$ cat config.mk
export PLATFORM = sky130hd
export DESIGN_NAME = dii_section_builder
export DESIGN_NICKNAME = d
export VERILOG_FILES = /design/src/dii_pkg.sv /design/src/dii_section_builder.sv
export SDC_FILE = /design/constraint.sdc
export NUM_CORES = 2
export LEC_CHECK = 0
export BUFFER_PORTS_ARGS = -buffer_cell sky130_fd_sc_hd__buf_2
export CAP_MARGIN = 15
export CORE_MARGIN = 3
export CORE_UTILIZATION = 50
export CTS_BUF_LIST = sky130_fd_sc_hd__clkbuf_8 sky130_fd_sc_hd__clkbuf_16
export CTS_CLUSTER_DIAMETER = 80
export DETAILED_ROUTE_END_ITERATION = 10
export PLACE_DENSITY = 0.73
export SLEW_MARGIN = 20
export SYNTH_ARGS = -nofsm -noshare
export SYNTH_HDL_FRONTEND = slang
export SYNTH_SLANG_ARGS = --single-unit
$ cat constraint.sdc
create_clock -name clock -period 22.6 [get_ports clock]
set_input_delay 1.13 -clock clock [delete_from_list [all_inputs] [get_ports clock]]
set_output_delay 1.13 -clock clock [all_outputs]
set_load 0.005 [all_outputs]
$ cat src/dii_pkg.sv
// Constants, field layouts and carriers for the download information section builder
// What this block does
// First byte of every section is the table identifier 0x3B.
// Syntax and current/next bits are one; section version field is zero.
// Section number and last section number are both 0x00.
// Header carries discriminator 0x11, type 0x03, message id 0x1002, originator 10b.
// Section length counts bytes from table-id extension through last CRC byte.
// Table-id extension copies the low two bytes of the transaction identifier.
// Transaction version subfield changes whenever any scenario message is updated.
// Identification subfield is all zeros for a single-layer carousel.
// Fields go out MSB first in the fixed message order.
// Trailing CRC is MPEG-2 CRC-32 over table id through byte before CRC.
// Update flag bit inverts every time the message content is updated.
// Compatibility descriptor is only its length field, set to 0x0000.
// Block size gives every block's data length; only a module's last is shorter.
// Each module information byte is one ASCII character of the code file name.
package dii_pkg;

  localparam logic [7:0] DII_TABLE_ID = 8'h3B;
  localparam logic [7:0] DII_PROTO_DISC = 8'h11;
  localparam logic [7:0] DII_MSG_TYPE = 8'h03;
  localparam logic [15:0] DII_MSG_ID = 16'h1002;
  localparam logic [1:0] DII_ORIGINATOR = 2'h2;
  localparam logic [7:0] DII_SECT_NUM = 8'h00;
  localparam logic [4:0] DII_SECT_VERSION = 5'h00;
  localparam logic [7:0] DII_RESERVED_BYTE = 8'hFF;
  localparam logic [7:0] DII_ADAPT_LEN = 8'h00;
  localparam logic [7:0] DII_WINDOW_SIZE = 8'h00;
  localparam logic [7:0] DII_ACK_PERIOD = 8'h00;
  localparam logic [31:0] DII_TC_WINDOW = 32'h00000000;
  localparam logic [15:0] DII_COMPAT_LEN = 16'h0000;
  localparam logic [15:0] DII_PRIV_LEN = 16'h0000;
  localparam logic [31:0] DII_CRC_POLY = 32'h04C11DB7;
  localparam logic [31:0] DII_CRC_INIT = 32'hFFFFFFFF;
  // Byte counts of the fixed parts of the section
  localparam int DII_HDR_BYTES = 40;
  localparam int DII_ENTRY_HDR_BYTES = 8;
  localparam int DII_PRIV_BYTES = 2;
  localparam int DII_CRC_BYTES = 4;
  // Section length without module loop: 5 + 12 + 20 + 2 + 4
  localparam logic [11:0] DII_FIXED_SECT_LEN = 12'h02B;
  // Message length without module loop: 20 + 2
  localparam logic [15:0] DII_FIXED_MSG_LEN = 16'h0016;
  localparam logic [13:0] DII_TID_VERSION_RST = 14'h0000;

  typedef struct packed {
    logic [31:0] download_id;
    logic [15:0] block_size;
    logic [31:0] scenario_timeout;
    logic [15:0] num_modules;
    logic [14:0] identification;
    logic single_layer;
  } dii_cfg_t;

  typedef struct packed {
    logic [15:0] module_id;
    logic [31:0] module_size;
    logic [7:0] module_version;
    logic [7:0] info_len;
  } dii_entry_t;

  typedef struct packed {
    logic [7:0] data;
    logic last;
  } dii_byte_t;

  typedef enum logic [2:0] {
    DII_IDLE = 3'h0,
    DII_HDR = 3'h1,
    DII_MODS = 3'h3,
    DII_PRIV = 3'h2,
    DII_CRC = 3'h6
  } dii_state_t;

endpackage

$ cat src/dii_section_builder.sv
// Byte-serial builder of one download information section with module table and CRC
`timescale 1ns/1ps
module dii_section_builder #(
  parameter int MAX_MODULES = 4,
  parameter int NAME_MAX = 16
) (
  input wire logic clock,
  input wire logic rst,
  input dii_pkg::dii_cfg_t cfg,
  input wire logic start,
  output logic busy,
  input wire logic entry_wr,
  input wire logic [$clog2(MAX_MODULES)-1:0] entry_idx,
  input dii_pkg::dii_entry_t entry,
  input wire logic name_wr,
  input wire logic [$clog2(MAX_MODULES)-1:0] name_idx,
  input wire logic [$clog2(NAME_MAX)-1:0] name_pos,
  input wire logic [7:0] name_char,
  input wire logic scenario_update,
  input wire logic content_update,
  output logic out_valid,
  input wire logic out_ready,
  output dii_pkg::dii_byte_t out
);

  localparam int MI = $clog2(MAX_MODULES);
  localparam int NI = $clog2(NAME_MAX);
  localparam logic [7:0] NAME_MAX_B = 8'(NAME_MAX);
  localparam logic [15:0] MAX_MOD_W = 16'(MAX_MODULES);

  dii_pkg::dii_state_t state_ff;
  dii_pkg::dii_state_t nxt_state;
  dii_pkg::dii_cfg_t cfg_ff;
  dii_pkg::dii_entry_t table_ff [MAX_MODULES];
  logic [7:0] name_ff [MAX_MODULES][NAME_MAX];
  logic [13:0] tid_version_ff;
  logic update_flag_ff;
  logic [31:0] tid_ff;
  logic [8:0] sub_ff;
  logic [8:0] nxt_sub;
  logic [15:0] mod_ff;
  logic [15:0] nxt_mod;
  logic [31:0] crc_ff;
  logic vld_ff;
  dii_pkg::dii_byte_t out_ff;

  // Words of the outgoing section
  logic [15:0] nmod_eff;
  logic [11:0] loop_len;
  logic [11:0] sect_len;
  logic [15:0] msg_len;
  logic [31:0] tid_now;
  logic [319:0] hdr_vec;
  logic [63:0] ent_vec;
  dii_pkg::dii_entry_t cur_ent;
  logic [7:0] cur_byte;
  logic cur_last;
  logic advance;
  logic idle;
  logic hdr_end;
  logic ent_end;
  logic last_mod;
  logic priv_end;
  logic crc_end;
  logic [7:0] wr_len;

  // CRC-32, MSB first, no reflection and no final inversion
  function automatic logic [31:0] crc_step(input logic [31:0] c, input logic [7:0] d);
    logic [31:0] r;
    logic fb;
    r = c;
    for (int i = 7; i >= 0; i--)
    begin
      fb = r[31] ^ d[i];
      r = {r[30:0], 1'b0} ^ (fb ? dii_pkg::DII_CRC_POLY : 32'h00000000);
    end
    return r;
  endfunction

  // Module count is clipped to the table depth so the loop never walks off it
  assign nmod_eff = (cfg_ff.num_modules > MAX_MOD_W) ? MAX_MOD_W : cfg_ff.num_modules;

  // Length of the module loop: fixed entry header plus name characters each
  always_comb
  begin
    loop_len = 12'h000;
    for (int i = 0; i < MAX_MODULES; i++)
    begin
      if (16'(i) < nmod_eff)
      begin
        loop_len = loop_len + 12'(dii_pkg::DII_ENTRY_HDR_BYTES) + {4'h0, table_ff[i].info_len};
      end
    end
  end

  assign sect_len = dii_pkg::DII_FIXED_SECT_LEN + loop_len;
  assign msg_len = dii_pkg::DII_FIXED_MSG_LEN + {4'h0, loop_len};

  // Transaction identifier: originator, version, identification, update flag
  assign tid_now = {dii_pkg::DII_ORIGINATOR, tid_version_ff,
                    cfg.single_layer ? 15'h0000 : cfg.identification,
                    update_flag_ff};

  // Fixed part of the section, MSB first, one flat vector to index by byte
  assign hdr_vec = {
    dii_pkg::DII_TABLE_ID,
    1'b1, 3'h7, sect_len,
    tid_ff[15:0],
    2'h3, dii_pkg::DII_SECT_VERSION, 1'b1,
    dii_pkg::DII_SECT_NUM, dii_pkg::DII_SECT_NUM,
    dii_pkg::DII_PROTO_DISC, dii_pkg::DII_MSG_TYPE, dii_pkg::DII_MSG_ID,
    tid_ff,
    dii_pkg::DII_RESERVED_BYTE, dii_pkg::DII_ADAPT_LEN, msg_len,
    cfg_ff.download_id, cfg_ff.block_size,
    dii_pkg::DII_WINDOW_SIZE, dii_pkg::DII_ACK_PERIOD, dii_pkg::DII_TC_WINDOW,
    cfg_ff.scenario_timeout,
    dii_pkg::DII_COMPAT_LEN,
    nmod_eff
  };

  assign cur_ent = table_ff[mod_ff[MI-1:0]];
  assign ent_vec = cur_ent;

  // Byte under the cursor for each part of the section
  always_comb
  begin
    cur_byte = 8'h00;
    case (state_ff)
      dii_pkg::DII_HDR:
        cur_byte = hdr_vec[8 * (dii_pkg::DII_HDR_BYTES - 1 - int'(sub_ff)) +: 8];
      dii_pkg::DII_MODS:
        if (int'(sub_ff) < dii_pkg::DII_ENTRY_HDR_BYTES)
        begin
          cur_byte = ent_vec[8 * (dii_pkg::DII_ENTRY_HDR_BYTES - 1 - int'(sub_ff)) +: 8];
        end
        else
        begin
          cur_byte = name_ff[mod_ff[MI-1:0]][NI'(sub_ff - 9'(dii_pkg::DII_ENTRY_HDR_BYTES))];
        end
      dii_pkg::DII_PRIV:
        cur_byte = sub_ff[0] ? dii_pkg::DII_PRIV_LEN[7:0] : dii_pkg::DII_PRIV_LEN[15:8];
      dii_pkg::DII_CRC:
        cur_byte = crc_ff[8 * (dii_pkg::DII_CRC_BYTES - 1 - int'(sub_ff)) +: 8];
      default:
        cur_byte = 8'h00;
    endcase
  end

  // Boundary decodes
  assign idle = (state_ff == dii_pkg::DII_IDLE);
  assign advance = !idle && (!vld_ff || out_ready);
  assign hdr_end = (int'(sub_ff) == dii_pkg::DII_HDR_BYTES - 1);
  assign ent_end = (sub_ff == 9'(dii_pkg::DII_ENTRY_HDR_BYTES - 1) + {1'b0, cur_ent.info_len});
  assign last_mod = (mod_ff + 16'h0001 == nmod_eff);
  assign priv_end = (int'(sub_ff) == dii_pkg::DII_PRIV_BYTES - 1);
  assign crc_end = (int'(sub_ff) == dii_pkg::DII_CRC_BYTES - 1);
  assign cur_last = (state_ff == dii_pkg::DII_CRC) && crc_end;
  assign wr_len = (entry.info_len > NAME_MAX_B) ? NAME_MAX_B : entry.info_len;

  // Sequencer: header, module loop, private data length, CRC
  always_comb
  begin
    nxt_state = state_ff;
    nxt_sub = sub_ff;
    nxt_mod = mod_ff;
    case (state_ff)
      dii_pkg::DII_IDLE:
        if (start)
        begin
          nxt_state = dii_pkg::DII_HDR;
          nxt_sub = 9'h000;
        end
      dii_pkg::DII_HDR:
        if (advance)
        begin
          nxt_sub = hdr_end ? 9'h000 : sub_ff + 9'h001;
          nxt_mod = 16'h0000;
          if (hdr_end)
          begin
            nxt_state = (nmod_eff == 16'h0000) ? dii_pkg::DII_PRIV : dii_pkg::DII_MODS;
          end
        end
      dii_pkg::DII_MODS:
        if (advance)
        begin
          nxt_sub = ent_end ? 9'h000 : sub_ff + 9'h001;
          if (ent_end && last_mod)
          begin
            nxt_state = dii_pkg::DII_PRIV;
          end
          else if (ent_end)
          begin
            nxt_mod = mod_ff + 16'h0001;
          end
        end
      dii_pkg::DII_PRIV:
        if (advance)
        begin
          nxt_sub = priv_end ? 9'h000 : sub_ff + 9'h001;
          nxt_state = priv_end ? dii_pkg::DII_CRC : dii_pkg::DII_PRIV;
        end
      dii_pkg::DII_CRC:
        if (advance)
        begin
          nxt_sub = crc_end ? 9'h000 : sub_ff + 9'h001;
          nxt_state = crc_end ? dii_pkg::DII_IDLE : dii_pkg::DII_CRC;
        end
      default:
        nxt_state = dii_pkg::DII_IDLE;
    endcase
  end

  // State, cursor and frame snapshot; config is frozen so lengths cannot shift mid-frame
  always_ff @(posedge clock or posedge rst)
  begin
    if (rst)
    begin
      state_ff <= dii_pkg::DII_IDLE;
      sub_ff <= 9'h000;
      mod_ff <= 16'h0000;
      cfg_ff <= '0;
      tid_ff <= 32'h00000000;
    end
    else
    begin
      state_ff <= nxt_state;
      sub_ff <= nxt_sub;
      mod_ff <= nxt_mod;
      if (idle && start)
      begin
        cfg_ff <= cfg;
        tid_ff <= tid_now;
      end
    end
  end

  // Version moves on any scenario update; flag inverts on each content update
  always_ff @(posedge clock or posedge rst)
  begin
    if (rst)
    begin
      tid_version_ff <= dii_pkg::DII_TID_VERSION_RST;
      update_flag_ff <= 1'b0;
    end
    else
    begin
      if (scenario_update || content_update)
      begin
        tid_version_ff <= tid_version_ff + 14'h0001;
      end
      if (content_update)
      begin
        update_flag_ff <= ~update_flag_ff;
      end
    end
  end

  // Module table and names; writes while a section is out are dropped
  always_ff @(posedge clock)
  begin
    if (entry_wr && idle)
    begin
      table_ff[entry_idx] <= '{entry.module_id, entry.module_size, entry.module_version, wr_len};
    end
    if (name_wr && idle)
    begin
      name_ff[name_idx][name_pos] <= name_char;
    end
  end

  // Output register and running CRC over every byte before the CRC itself
  always_ff @(posedge clock or posedge rst)
  begin
    if (rst)
    begin
      vld_ff <= 1'b0;
      out_ff <= '0;
      crc_ff <= dii_pkg::DII_CRC_INIT;
    end
    else
    begin
      if (idle && start)
      begin
        crc_ff <= dii_pkg::DII_CRC_INIT;
      end
      else if (advance && state_ff != dii_pkg::DII_CRC)
      begin
        crc_ff <= crc_step(crc_ff, cur_byte);
      end
      if (advance)
      begin
        vld_ff <= 1'b1;
        out_ff <= '{cur_byte, cur_last};
      end
      else if (out_ready)
      begin
        vld_ff <= 1'b0;
      end
    end
  end

  assign out_valid = vld_ff;
  assign out = out_ff;
  assign busy = !idle || vld_ff;

endmodule

After elaboration in Yosys (flattened, before gate mapping)

Memory sizes are Yosys's and may differ from the RTL's.
Cells that the tools add are included.

Memories kept: 2
Word-level logic and storage cells: 162
Flip-flop bits (word level): 212
RAM bits: 768
Bits in latches: 0
Bits of input ports: 200
Memory bits (read-only): 0
Output and inout bits: 11

Eq/ne operators: 19
Divide/modulo/power cells: 0
Multipliers: 0
Add/sub/neg operators: 17
Shifts and indexed selects: 3
Bitwise logic cells: 19
Muxes and demuxes: 56
Reductions and logical operators: 22
Magnitude comparators: 10

Memories:

| memory   | words | width | read ports | clocked after memory_dff | wr ports | RTL line                  | RTL |
|---|---|---|---|---|---|---|---|
| name_ff  | 4     | 128   | 1          | 0                        | 1        | dii_section_builder.sv:35 | `logic [7:0] name_ff [MAX_MODULES][NAME_MAX];` |
| table_ff | 4     | 64    | 5          | 0                        | 1        | dii_section_builder.sv:34 | `dii_pkg::dii_entry_t table_ff [MAX_MODULES];` |

Operators with widths:

| cell                  | number |
|---|---|
| $shiftx 320x13->8     | 1 |
| $xor 32x27->32        | 8 |
| $mux 27               | 8 |
| $mux 128              | 1 |
| $mux 9                | 10 |
| $mux 16               | 5 |
| $mux 32               | 2 |
| $shiftx 64x13->8      | 1 |
| $pmux 9 s5            | 1 |
| $mux 8                | 5 |
| $add 12x4->12 const B | 3 |
| $add 12x8->12         | 3 |
| $mux 12               | 3 |
| $bmux 8 s4            | 1 |
| $demux 8 s4           | 1 |
| $lt 1x16->1 const A   | 2 |
| $lt 2x16->1 const A   | 2 |
| $pmux 16 s2           | 1 |
| $shiftx 32x13->8      | 1 |
| $mux 3                | 9 |
| $pmux 8 s3            | 1 |
| $ne 2x2->1 const B    | 9 |
| $add 16x1->16 const B | 1 |
| $eq 16x16->1          | 1 |
| other kinds (39)      | 66 |

Logic depth before layout (Yosys ltp)

Depth after elaboration: 42
Gate-level depth with buffers: 40
Mapped depth without buffers: 36

Worst setup path after synthesis

Ideal clock, no wire load.

Kind: register to register
Start point: register cfg_ff[18] (netlist bit)
End point: register crc_ff[13]
Clock period less this slack: 8.799 ns
Stages on the path, launching flop included: 40
Buffers on the path: 3
Setup time: 0.073 ns
Slack: 13.801 ns
Arrival: 8.726 ns
Required time: 22.527 ns
Path through: dfrtp_1 > nor4_2 > and4_1 > buf_4 > buf_6 > clkbuf_1 > nand2b_1 > nor2_1 > nor2b_1 > ha_1 > ha_1 > inv_1 > fa_1 > nor2b_1 > o2111a_1 > or4_1 > nand2_1 > o21ai_0 > (+4 left out) > a211oi_1 > a21oi_1 > o221ai_1 > ha_1 > ha_1 > o21a_1 > o21a_1 > o2bb2ai_1 > xnor3_1 > a32oi_2 > nor3_1 > a22o_1 > and3_1 > o31a_1 > xnor2_4 > xnor2_4 > xnor3_1 > a21oi_1

Cells in the longest elaborated chain, start to end: 30
Elaborated cells between the ends (all ways): 42
Those cells by class: add/sub (8); order compare (5); shift (1); mux (14); bitwise (14)

Ends and longest elaborated chain:

| element                        | RTL line                   | RTL |
|---|---|---|
| start: declaration             | dii_section_builder.sv:33  | `dii_pkg::dii_cfg_t cfg_ff;` |
| start signal: assignment       | dii_section_builder.sv:231 | `cfg_ff <= cfg;` |
| $gt 16x3->1                    | dii_section_builder.sv:81  | `assign nmod_eff = (cfg_ff.num_modules > MAX_MOD_W) ? MAX_MOD_W : cfg_ff.num_modules;` |
| $mux 16 *                      | dii_section_builder.sv:81  |  |
| $lt 1x16->1                    | dii_section_builder.sv:89  | `if (16'(i) < nmod_eff)` |
| $mux 9                         | dii_section_builder.sv:89  |  |
| $add 12x4->12                  | dii_section_builder.sv:91  | `loop_len = loop_len + 12'(dii_pkg::DII_ENTRY_HDR_BYTES) + {4'h0, table_ff[i].info_len};` |
| $add 12x8->12                  | dii_section_builder.sv:91  |  |
| $mux 12                        | dii_section_builder.sv:89  |  |
| $add 12x4->12                  | dii_section_builder.sv:91  |  |
| (+8 left out)                  | -                          |  |
| $xor 1x1->1                    | dii_section_builder.sv:74  | `fb = r[31] ^ d[i];` |
| $mux 27                        | dii_section_builder.sv:75  | `r = {r[30:0], 1'b0} ^ (fb ? dii_pkg::DII_CRC_POLY : 32'h00000000);` |
| $xor 32x27->32 (6 in series)   | dii_section_builder.sv:75  |  |
| $xor 1x1->1                    | dii_section_builder.sv:74  |  |
| $mux 27                        | dii_section_builder.sv:75  |  |
| $xor 32x27->32 * (2 in series) | dii_section_builder.sv:75  |  |
| $mux 32 *                      | dii_section_builder.sv:286 | `else if (advance && state_ff != dii_pkg::DII_CRC)` |
| $mux 32 *                      | dii_section_builder.sv:282 | `if (idle && start)` |
| end signal: assignment         | dii_section_builder.sv:278 | `crc_ff <= dii_pkg::DII_CRC_INIT;` |
| end signal: assignment         | dii_section_builder.sv:284 | `crc_ff <= dii_pkg::DII_CRC_INIT;` |
| end signal: assignment         | dii_section_builder.sv:288 | `crc_ff <= crc_step(crc_ff, cur_byte);` |
| end: declaration               | dii_section_builder.sv:43  | `logic [31:0] crc_ff;` |

Mark *: on every way between the ends. The rest lies on a longest branch, timed or not. The select of a mux whose other input is x is not followed.
A chain may end at the register's enable or synchronous reset.

Final worst setup path

Start point: register cfg_ff[23] (netlist bit)
End point: register crc_ff[10]

Cells in the longest elaborated chain, start to end: 29
Elaborated cells between the ends (all ways): 39
Those cells by class: add/sub (8); order compare (5); shift (1); mux (13); bitwise (12)

Ends and longest elaborated chain:

| element                      | RTL line |
|---|---|
| $gt 16x3->1                  | dii_section_builder.sv:81 |
| $mux 16 *                    | dii_section_builder.sv:81 |
| $lt 1x16->1                  | dii_section_builder.sv:89 |
| $mux 9                       | dii_section_builder.sv:89 |
| $add 12x4->12                | dii_section_builder.sv:91 |
| $add 12x8->12                | dii_section_builder.sv:91 |
| $mux 12                      | dii_section_builder.sv:89 |
| $add 12x4->12                | dii_section_builder.sv:91 |
| (+8 left out)                | - |
| $xor 1x1->1                  | dii_section_builder.sv:74 |
| $mux 27                      | dii_section_builder.sv:75 |
| $xor 32x27->32 (6 in series) | dii_section_builder.sv:75 |
| $xor 1x1->1                  | dii_section_builder.sv:74 |
| $mux 27                      | dii_section_builder.sv:75 |
| $xor 32x27->32 *             | dii_section_builder.sv:75 |
| $mux 32 *                    | dii_section_builder.sv:286 |
| $mux 32 *                    | dii_section_builder.sv:282 |

Marked as above.

==> out/summary.txt <==
Sw power: 2.415 mW
Vias in the first global route: 27,800
Unique cell type count in the Yosys netlist: 103
DR WL/cell: 25.84 um
Post-CTS sizing: 0
Data arrival time of the worst path: 10.41 ns
TritonCTS Buffers: 100
Crit-path max cell delay: 0.58 ns
Final Setup Violations: 0
Hold Path Stages: 2
Status: complete, no violations
MaxCap Viol Count: 0
Final min period: 9.788 ns
Ys flop type: edfxtp_1
Filler instances: 6,807
Hold Path Class: reg2reg
# DRC: 0
Crit Path Class: reg2reg
Hold-fix buffers, CTS: 0
Die area: 0.09323 mm2
Die Y: 305.3 um
Cell taking the most area after synthesis: edfxtp_1
Worst path required time: 23.22 ns
Flops & latches, synth: 980
Share of the synthesized area in the top cell type: 51.48%
Drt total wl: 116,500 um
Critical Path Source Type: flop
Routability cong.: 0.9631
Static Leak: 18.00 nW
Die width: 305.3 um
# port buffers: 210
Area delta synth->final: 12.17%
Gr usage total: 24.93%
Power per Cell Area: 133.7 mW/mm2
Combinational power share: 41.3%
Vias: 27,410
Largest net degree at the start of global routing: 136
Number of H-tree levels: 3
Sequential Area: 0.02842 mm2
Initial antenna violation count: 10
Seq/Total Area, Yosys: 63.41%
DR vias/cell: 6.078
Grt ovf: 0
Site Rows: 109
Worst path slowest cell: nor2_1
Slew @ Worst Pin: 1.154 ns
CTS tree: built
Max Fclk: 102.2 MHz
Most common cell after layout, fill and taps aside: edfxtp_1
Clock Sinks: 980
Area occupied by multi-input gates: 0.01539 mm2
First-pass GRT wire length: 176,000 um
Sequential fraction of design power: 34.5%
Critical Path Fanout Max: 23
Number of synthesized flops with an enable pin: 768
RSZ-0062 raised after global routing: no
Fin Hold WS: 0.4711 ns
Area contributors post-synth: edfxtp_1 (51%), mux4_2 (12%), dfrtp_1 (10%), nand2_1 (4.0%), dfstp_2 (1.9%)
Most frequent cells in the layout: edfxtp_1 (768), nand2_1 (482), mux4_2 (247)
Final Cycle Share: 43.31%
Final Skew: 0.05435 ns
Synth warnings: 0
Relative slew slack: 22.48%
Clock root buffer: clkbuf_16
Share of synthesized registers carrying an async set or reset: 21.63%
Drt initial violations: 3,136
Synth Instances: 3,052
Crit end category: flop
Fin Setup TNS: 0 ns
Share of layout cells above drive strength 1: 23.12%
Mapped Area: 0.04480 mm2
Layout Nets: 3,520
DP Wirelength: 76,350 um
Synth Area per Inst: 14.68 um2
Pint: 4.305 mW
CP most frequent cell: ha_1
DRT antenna net count: 0
Core area: 0.08865 mm2
Clock power share: 24.2%
Clock-pin transition on the worst setup and hold timing paths: 0.06 ns
Worst reg2reg path depth: 37
I/O pin total: 211
Max Root-Sink Buffers: 3
Worst IR Drop VDD: 153.6 uV
Final Slew Violations: 0
Worst skew pair latency: 0.70 ns
Starting Density: 50.54%
Setup Buffers After CTS: 0
Net Sw Frac: 35.94%
Drt pass-1 iters: 6
Final hold vios: 0
routing by layer:
layer / track usage (%) / part of all wire [%] / up-vias
li1: - / - / 12060
met1: 35.03 / 41 / 13850
met2: 39.90 / 48 / 1262
met3: 4.649 / 8.2 / 220
met4: 7.972 / 3.2 / 10
met5: 0 / 0.059 / -
logic make-up after synthesis:
family          count (synthesis)  share of synthesized area, %
xor+xnor                      129                         3.011
compound gates                450                         6.885
other cells                     1                      0.008371
fa+ha+maj                      66                         1.894
buf+inv                       228                         2.433
flops                         980                         63.41
simple gates                  914                         9.085
mux                           284                         13.27
per-stage QoR:
stage / cell area, um2 / utilization (%) / power (mW) / cells / worst slack (ns)
final: 50250 / 56.69 / 6.720 / 4509 / 12.81
after CTS: 50220 / 56.65 / 6.734 / 4504 / 12.93
after global placement: 46890 / 52.90 / 5.052 / 4317 / 13.12
after global routing: 50250 / 56.69 / 7.057 / 4508 / 12.23
after floorplan: 44840 / - / 4.400 / 3063 / 13.80
after detailed placement: 46890 / 52.90 / 5.092 / 4317 / 12.92
synth_stat cells (all sizes together), types with 7 or more instances:
cell / count
o21ai: 116
ha: 63
nand3b: 19
a21oi: 98
mux4: 247
mux2: 11
o21a: 12
a22oi: 26
nand2: 483
mux2i: 26
or2: 9
buf: 88
o31ai: 20
and3: 19
clkbuf: 78
xnor2: 76
nor3: 53
dfstp: 32
a22o: 10
a221oi: 13
or4: 8
nand2b: 22
dfrtp: 180
nand4: 17
a31oi: 10
o211ai: 23
nor2: 168
a21o: 9
and2: 16
inv: 60
o22ai: 13
nand3: 45
nor4: 14
edfxtp: 768
nor2b: 24
o41ai: 7
xor2: 46
a211oi: 16
power by group through the flow:
| stage | clock network (mW) | logic (mW) | registers, mW |
|---|---|---|---|
| floorplan | 0 | 2.15 | 2.25 |
| global placement | 0 | 2.71 | 2.34 |
| detailed placement | 0 | 2.74 | 2.35 |
| CTS | 1.66 | 2.76 | 2.32 |
| global route | 1.73 | 2.99 | 2.34 |
| finish | 1.63 | 2.77 | 2.32 |
flip-flops by register name, indices dropped and copies added, names as in the netlist:
name,flops
out,9
tid_ff,31
sub_ff,9
out_valid,1
tid_version_ff,14
name_ff,512
table_ff,256
update_flag_ff,1
crc_ff,32
state_ff,3
cfg_ff,96
mod_ff,16
area by class of cell:
type | instances | share of cell area [%]
inverters | 62 | 0.4780
diodes | 5 | 0.02490
repair buffers | 255 | 2.794
flip-flops and latches | 980 | 56.56
clock buffers | 107 | 5.194
clock inverters | 80 | 1.432
multi-input cells | 1855 | 30.62
well taps | 1165 | 2.901
worst paths after layout:
kind	startpoint	endpoint	slack, ns
worst max-delay path	cfg_ff[23]$_DFFE_PP0P_	crc_ff[10]$_DFFE_PP1P_	12.81
worst min-delay path	cfg_ff[91]$_DFFE_PP0P_	cfg_ff[91]$_DFFE_PP0P_	0.47
worst max register to register	cfg_ff[23]$_DFFE_PP0P_	crc_ff[10]$_DFFE_PP1P_	12.81
worst min register to register	cfg_ff[91]$_DFFE_PP0P_	cfg_ff[91]$_DFFE_PP0P_	0.47
max in group asynchronous	rst	sub_ff[1]$_DFFE_PP0P_	20.25
min in group asynchronous	rst	cfg_ff[40]$_DFFE_PP0P_	0.67
worst max-delay path: cells and delay by family (launching register included):
family	cells	cell delay [ns]
AND/OR/NAND/NOR	11	2.81
AO/OA/AOI/OAI	13	2.68
adder cells (fa/ha/maj)	7	2.09
XOR/XNOR	4	1.40
flip-flops	1	0.40
buffers and inverters	2	0.38
Power figures use the tool's default switching activity.
